`src/rtl/mux_write_pkg.sv`:
```
// constants for the multiplexed host-port write sequencer
package mux_write_pkg;
    // ==========================================================
    // widths
    localparam int unsigned ADDR_W = 16;
    localparam int unsigned DATA_W = 16;
    localparam int unsigned CNT_W = 6;
    // ==========================================================
    // phase limits, in expansion bus clock periods
    localparam logic [5:0] ADDR_MIN = 6'h0B;      // 11
    localparam logic [5:0] ADDR_MAX = 6'h2D;      // 45
    localparam logic [5:0] CS2STROBE_MIN = 6'h22; // 34
    localparam logic [5:0] STROBE_MIN = 6'h04;    // 4
    localparam logic [5:0] STROBE_MAX = 6'h05;    // 5
    localparam logic [5:0] HOLD_LEN = 6'h04;      // 4, inside 4..36
    localparam logic [5:0] RECOV_MIN = 6'h02;     // 2
    localparam logic [5:0] RECOV_MAX = 6'h11;     // 17
    localparam logic [5:0] SETUP_PARAM_MIN = 6'h02;
    // ==========================================================
    // reset values
    localparam logic [15:0] BUS_RST = 16'h0000;
    localparam logic [5:0] CNT_RST = 6'h00;
    // ==========================================================
    // sequencer states, one-hot
    typedef enum logic [5:0] {
        ST_IDLE   = 6'h01,
        ST_ADDR   = 6'h02,
        ST_SETUP  = 6'h04,
        ST_STROBE = 6'h08,
        ST_HOLD   = 6'h10,
        ST_RECOV  = 6'h20
    } phase_e;
endpackage

```
`src/rtl/mux_write_seq.sv`:
```
// multiplexed 16-bit host-port write sequencer, bus master side
//
// Function
// - address driven with chip select active, valid 11 to 45 bus clocks
// - data strobe goes active no sooner than 34 clocks after chip select
// - data strobe pulse lasts 4 to 5 clocks on a write
// - write data valid 4 to 5 clocks before strobe rises
// - write data held 4 to 36 clocks after strobe rises
// - recovery gap of 2 to 17 clocks between accesses
// - while ready/wait is asserted, address or strobe phase does not advance
// - after ready/wait drops, address phase holds one more clock at least
// - every count is in expansion bus clock periods
`timescale 1ns/1ps
`default_nettype none

module mux_write_seq (
    input wire logic i_mclk,                        // expansion bus clock, 250 MHz
    input wire logic i_rst_b,                       // synchronous reset, active low
    input wire logic i_ce,                          // clock enable, freezes all state when low
    input wire logic i_wr_req,                      // start a write access (taken in idle)
    input wire logic [15:0] i_wr_addr,              // address for the access
    input wire logic [15:0] i_wr_data,              // data for the access
    input wire logic [5:0] i_address_phase_param,   // address phase length
    input wire logic [5:0] i_setup_phase_param,     // setup phase parameter
    input wire logic [5:0] i_strobe_phase_param,    // strobe phase length
    input wire logic [5:0] i_recovery_phase_param,  // recovery phase length
    input wire logic i_host_ready_wait,             // wait pin from the dsp, active high
    output logic o_chip_select_low,                 // chip select, active low
    output logic o_host_data_strobe_low,            // host data strobe, active low
    output logic [15:0] o_ad_out,                   // multiplexed address/data out
    output logic o_ad_oe,                           // drive enable for the ad bus
    output logic o_busy,                            // access in progress
    output logic o_done                             // one-cycle pulse at end of recovery
);
    // ==========================================================
    // pin synchroniser
    logic rdy_meta_q;
    logic rdy_sync_q;
    always_ff @(posedge i_mclk) begin
        if (!i_rst_b) begin
            rdy_meta_q <= 1'b0;
            rdy_sync_q <= 1'b0;
        end else if (i_ce) begin
            rdy_meta_q <= i_host_ready_wait;
            rdy_sync_q <= rdy_meta_q;
        end
    end

    // ==========================================================
    // phase lengths, clamped so any programming meets the bus limits
    logic [5:0] addr_len;
    logic [5:0] setup_len;
    logic [5:0] strobe_len;
    logic [5:0] recov_len;
    always_comb begin
        addr_len = i_address_phase_param;
        if (addr_len < mux_write_pkg::ADDR_MIN) addr_len = mux_write_pkg::ADDR_MIN;
        if (addr_len > mux_write_pkg::ADDR_MAX) addr_len = mux_write_pkg::ADDR_MAX;
        // setup parameter n gives n+1 clocks; below the minimum it is raised
        setup_len = i_setup_phase_param + 6'h01;
        if (i_setup_phase_param < mux_write_pkg::SETUP_PARAM_MIN) begin
            setup_len = mux_write_pkg::SETUP_PARAM_MIN + 6'h01;
        end
        strobe_len = i_strobe_phase_param;
        if (strobe_len < mux_write_pkg::STROBE_MIN) strobe_len = mux_write_pkg::STROBE_MIN;
        if (strobe_len > mux_write_pkg::STROBE_MAX) strobe_len = mux_write_pkg::STROBE_MAX;
        recov_len = i_recovery_phase_param;
        if (recov_len < mux_write_pkg::RECOV_MIN) recov_len = mux_write_pkg::RECOV_MIN;
        if (recov_len > mux_write_pkg::RECOV_MAX) recov_len = mux_write_pkg::RECOV_MAX;
    end

    // ==========================================================
    // sequencer
    mux_write_pkg::phase_e st_q, st_d;
    logic [5:0] cnt_q, cnt_d;
    logic [5:0] cs_age_q, cs_age_d;
    logic extra_q, extra_d;
    logic [15:0] addr_q, addr_d;
    logic [15:0] data_q, data_d;
    logic cs_n_d, hds_n_d, oe_d, busy_d, done_d;
    logic [15:0] ad_d;

    always_comb begin
        st_d = st_q;
        cnt_d = cnt_q + 6'h01;
        cs_age_d = cs_age_q;
        extra_d = extra_q;
        addr_d = addr_q;
        data_d = data_q;
        done_d = 1'b0;
        // chip select age saturates once the strobe may fire
        if (cs_age_q < mux_write_pkg::CS2STROBE_MIN) cs_age_d = cs_age_q + 6'h01;
        unique case (st_q)
            mux_write_pkg::ST_IDLE: begin
                cnt_d = mux_write_pkg::CNT_RST;
                cs_age_d = mux_write_pkg::CNT_RST;
                extra_d = 1'b0;
                if (i_wr_req) begin
                    st_d = mux_write_pkg::ST_ADDR;
                    addr_d = i_wr_addr;
                    data_d = i_wr_data;
                end
            end
            mux_write_pkg::ST_ADDR: begin
                if (rdy_sync_q) begin
                    cnt_d = cnt_q;
                    extra_d = 1'b1;
                end else if (extra_q) begin
                    // wait just ended: spend one more clock in address phase
                    cnt_d = cnt_q;
                    extra_d = 1'b0;
                end else if (cnt_q >= addr_len - 6'h01) begin
                    st_d = mux_write_pkg::ST_SETUP;
                    cnt_d = mux_write_pkg::CNT_RST;
                end
            end
            mux_write_pkg::ST_SETUP: begin
                // both the setup length and the chip-select delay must be met
                if (cnt_q >= setup_len - 6'h01
                        && cs_age_q >= mux_write_pkg::CS2STROBE_MIN - 6'h01) begin
                    st_d = mux_write_pkg::ST_STROBE;
                    cnt_d = mux_write_pkg::CNT_RST;
                end
            end
            mux_write_pkg::ST_STROBE: begin
                if (rdy_sync_q) begin
                    cnt_d = cnt_q;
                end else if (cnt_q >= strobe_len - 6'h01) begin
                    st_d = mux_write_pkg::ST_HOLD;
                    cnt_d = mux_write_pkg::CNT_RST;
                end
            end
            mux_write_pkg::ST_HOLD: begin
                if (cnt_q >= mux_write_pkg::HOLD_LEN - 6'h01) begin
                    st_d = mux_write_pkg::ST_RECOV;
                    cnt_d = mux_write_pkg::CNT_RST;
                end
            end
            mux_write_pkg::ST_RECOV: begin
                if (cnt_q >= recov_len - 6'h01) begin
                    st_d = mux_write_pkg::ST_IDLE;
                    cnt_d = mux_write_pkg::CNT_RST;
                    done_d = 1'b1;
                end
            end
            default: begin
                st_d = mux_write_pkg::ST_IDLE;
                cnt_d = mux_write_pkg::CNT_RST;
            end
        endcase
        // pin levels follow the next phase so every output is a flop
        cs_n_d = (st_d == mux_write_pkg::ST_IDLE) || (st_d == mux_write_pkg::ST_RECOV);
        hds_n_d = (st_d != mux_write_pkg::ST_STROBE);
        busy_d = (st_d != mux_write_pkg::ST_IDLE);
        oe_d = 1'b0;
        ad_d = mux_write_pkg::BUS_RST;
        if (st_d == mux_write_pkg::ST_ADDR || st_d == mux_write_pkg::ST_SETUP) begin
            oe_d = 1'b1;
            ad_d = addr_d;
        end else if (st_d == mux_write_pkg::ST_STROBE || st_d == mux_write_pkg::ST_HOLD) begin
            oe_d = 1'b1;
            ad_d = data_d;
        end
    end

    // all counts advance only on enabled bus clock edges
    always_ff @(posedge i_mclk) begin
        if (!i_rst_b) begin
            st_q <= mux_write_pkg::ST_IDLE;
            cnt_q <= mux_write_pkg::CNT_RST;
            cs_age_q <= mux_write_pkg::CNT_RST;
            extra_q <= 1'b0;
            addr_q <= mux_write_pkg::BUS_RST;
            data_q <= mux_write_pkg::BUS_RST;
            o_chip_select_low <= 1'b1;
            o_host_data_strobe_low <= 1'b1;
            o_ad_out <= mux_write_pkg::BUS_RST;
            o_ad_oe <= 1'b0;
            o_busy <= 1'b0;
            o_done <= 1'b0;
        end else if (i_ce) begin
            st_q <= st_d;
            cnt_q <= cnt_d;
            cs_age_q <= cs_age_d;
            extra_q <= extra_d;
            addr_q <= addr_d;
            data_q <= data_d;
            o_chip_select_low <= cs_n_d;
            o_host_data_strobe_low <= hds_n_d;
            o_ad_out <= ad_d;
            o_ad_oe <= oe_d;
            o_busy <= busy_d;
            o_done <= done_d;
        end
    end

    // ==========================================================
    // checks
    logic [5:0] low_len_q;
    always_ff @(posedge i_mclk) begin
        if (!i_rst_b) low_len_q <= mux_write_pkg::CNT_RST;
        else if (i_ce) low_len_q <= o_host_data_strobe_low ? 6'h01 : low_len_q + 6'h01;
    end
endmodule // mux_write_seq

`default_nettype wire

```
`config.mk`:
```
export PLATFORM = sky130hd
export DESIGN_NAME = mux_write_seq
export DESIGN_NICKNAME = d
export VERILOG_FILES = /design/src/rtl/mux_write_pkg.sv /design/src/rtl/mux_write_seq.sv
export SDC_FILE = /design/constraint.sdc
export NUM_CORES = 1
export LEC_CHECK = 0
export BUFFER_PORTS_ARGS = -buffer_cell sky130_fd_sc_hd__buf_2
export CAP_MARGIN = 20
export CORE_UTILIZATION = 45
export DETAILED_ROUTE_END_ITERATION = 12
export PLACE_DENSITY_LB_ADDON = 0.2
export SETUP_SLACK_MARGIN = 0.15
export SYNTH_ARGS = -nofsm -noshare
export SYNTH_HDL_FRONTEND = slang
export SYNTH_SLANG_ARGS = --single-unit
```
`constraint.sdc`:
```
create_clock -name i_mclk -period 3.2 [get_ports i_mclk]
set_clock_uncertainty 0.1 [all_clocks]
set_input_delay 0.16 -clock i_mclk [delete_from_list [all_inputs] [get_ports i_mclk]]
set_output_delay 0.16 -clock i_mclk [all_outputs]
set_load 0.05 [all_outputs]
```
==> flow_metrics.tcl <==
set metrics [dict create \
    r2r_cells 7 \
    die_area_um2 9997 \
    drive_gt1_share_pct 23.53 \
    rr_startpoint "cnt_q[4]" \
    gp_congestion 0.8014 \
    period_needed_ps 3033 \
    fillCellCount 872 \
    totalPowerFinal_mw 2.182 \
    mostFrequentLayoutCells "79 x nand2_1, 79 x buf_2, 74 x dfxtp_1, 36 x nor2_1, 32 x ha_1" \
    wl_per_cell_um 13.99 \
    ff2ff_setup_slack_ps 620 \
    post-dp-hpwl_um 7217 \
    maxSlewViolCount 0 \
    syn_inst 504 \
    finalHoldViolations 0 \
    clock-sinks 74 \
    met2_length_um 5321 \
    clk-insertion-delay-late_ps 360 \
    cts_max_level 3 \
    rows 35 \
    cts.reportedPaths.clkPinSlew_ps 80 \
    met1Wirelength_um 4794 \
    drtAntennaViolNets 0 \
    totalWireLength_um 10600 \
    async_flop_share_pct 0 \
    fin_nets 718 \
    finalCritPeriodShare_pct 94.78 \
    synthFlopType "dfxtp_1" \
    grt_max_degree 39 \
    clock-root-buffer "clkbuf_8" \
    power.switching_mw 0.6090 \
    required_ps 3350 \
    syn_area_um2 4320 \
    worstPathArrival_ps 3180 \
    cts_buffers 9 \
    pwr-share-comb_pct 17.4 \
    die_x_um 99.99 \
    synth_edf_count 0 \
    die_y_um 99.99 \
    seqCellArea_um2 1481 \
    hold_class "in -> reg" \
    crit_fanout 7 \
    yosysWarnings 0 \
    grt_setup_unrepaired "true" \
    cap_violations 0 \
    ios 82 \
    num_vias 4139 \
    avgSynthCellArea_um2 8.572 \
    start_kind "input pin" \
    start_util_pct 46.54 \
    setup_violations 0 \
    min_to "o_ad_out[2]" \
    vdd_ir_drop_max_v 0.0003266 \
    io_buffers 81 \
    max_slew_margin_pct 55.89 \
    firstDrtPassIters 7 \
    grt_pass1_wl_um 17410 \
    status "finished, final reports clean" \
    worstMarginPinSlew_ps 661.6 \
    synth_seq_area_share_pct 34.29 \
    coreArea_um2 9284 \
    antenna_cells 0 \
    place_ws_ps -395.7 \
    syn_to_final_growth_pct 29.60 \
    worst_setup_path_end_kind "register" \
    drtIter0Drc 136 \
    route.detailed.drc 0 \
    viasPerCell 5.460 \
    grt_usage_pct 21.68 \
    hp-start "i_wr_addr[2]" \
    switching_share_pct 27.91 \
    cts_tree "yes" \
    finalSetupTns_ps 0 \
    multi_input_area_um2 2798 \
    setup_slack_ps 166.9 \
    wl_met3_um 356 \
    overflow 0 \
    fmax_mhz 329.7 \
    hold_depth 3 \
    cts_setup_buffers 0 \
    r2r-end "o_ad_out[8]" \
    synth-seq-cells 74 \
    antenna_found_initial 0 \
    grt_pass1_vias 3954 \
    cts_max_path_buffers 2 \
    worstSetupPathType "in -> reg" \
    ys_types 65 \
    p_leak_nw 2.378 \
    p_clk_share_pct 37.7 \
    power_frac_seq_pct 44.9 \
    cellPowerDensity_nw_per_um2 389.7 \
    power.internal_mw 1.573 \
    top_layer_used "met4" \
]
==> cell type report <==
cell class	count	area share, %
Multi-Input combinational cell	397	49.97
Tap cell	129	2.883
Inverter	10	0.6704
Timing Repair Buffer	132	16.00
Clock buffer	9	2.212
Clock inverter	7	1.810
Sequential cell	74	26.46
==> flip-flops by register name, summed over array words and instances (netlist names) <==
register and flops:
rdy_meta_q 1, o_ad_out 16, extra_q 1, cs_age_q 6, o_chip_select_low 1, rdy_sync_q 1, cnt_q 6, data_q 16
st_q 6, o_ad_oe 1, o_done 1, addr_q 16, o_busy 1, o_host_data_strobe_low 1
==> worst max-delay path by stage <==
stage | startpoint | to | slack (ps)
3_5_place_dp | i_setup_phase_param[4] | o_ad_out[8] | -400
6_report | i_setup_phase_param[4] | o_ad_out[8] | 170
3_3_place_gp | i_setup_phase_param[4] | o_ad_out[9] | -350
2_1_floorplan | i_setup_phase_param[4] | o_ad_out[10] | -90
4_1_cts | i_setup_phase_param[4] | o_ad_out[13] | 160
5_1_grt | i_setup_phase_param[4] | o_ad_out[7] | 50
==> metrics by stage <==
step                cells  instance area [um^2]  util [%]  hold slack (ps)
finish                758                  5599     60.31            33.41
global route          758                  5599     60.31            50.59
CTS                   758                  5545     59.73            37.96
detailed placement    711                  4965     53.48            316.6
global placement      711                  4965     53.48            303.0
floorplan             508                  4370         -            194.8
==> cells by family after synthesis <==
kind of cell    synth area share [%]
fa+ha+maj                      9.557
xor+xnor                       2.838
buf+inv                        4.026
mux                            1.622
simple gates                   21.63
compound gates                 25.95
other cells                  0.08680
flops                          34.29
==> timing repair <==
item | 4_1_cts | 5_1_grt
endpoints found under the setup margin | 16 | 18
hold endpoints to repair | 30 | 0
pin swaps | 5 | 8
cloned | 1 | 0
hold buffers | 30 | 0
resized for setup | 7 | 11
==> metal layers <==
metal	track usage (%)	vias to the layer above
met4	7.246	0
li1	-	2089
met3	3.482	11
met1	24.75	1947
met2	40.90	92
met5	0	-
==> synthesized netlist by cell type (12+ instances only) <==
cell | number | area (um^2)
nand3_1 | 15 | 75.07
nor2b_1 | 12 | 75.07
nand2_1 | 79 | 296.5
a221o_1 | 14 | 140.1
ha_1 | 33 | 412.9
a21oi_1 | 18 | 90.09
dfxtp_1 | 74 | 1481
a22o_1 | 13 | 113.9
clkbuf_1 | 19 | 71.32
a21boi_0 | 27 | 202.7
o21ai_0 | 22 | 110.1
nor2_1 | 36 | 135.1
==> worst max-delay path, stage by stage <==
cell	delay, ps
buf_6	90
or3_4	390
nor3_4	210
nor2b_2	70
ha_2	190
o21ai_2	50
o21ai_1	80
xnor2_1	170
ha_1	260
and3_4	160
a221o_1	340
a31oi_4	230
nor3_4	100
o31a_4	350
a221o_1	330
==> power by group through the flow <==
stage	clock network [mW]	registers (mW)	logic, mW
after floorplan	0	1.03	0.203
after global placement	0	0.999	0.329
after detailed placement	0	1.00	0.340
after CTS	0.839	0.979	0.375
after global routing	0.878	0.983	0.420
final	0.823	0.979	0.380
Note: power is estimated with default switching activity, not from simulation.
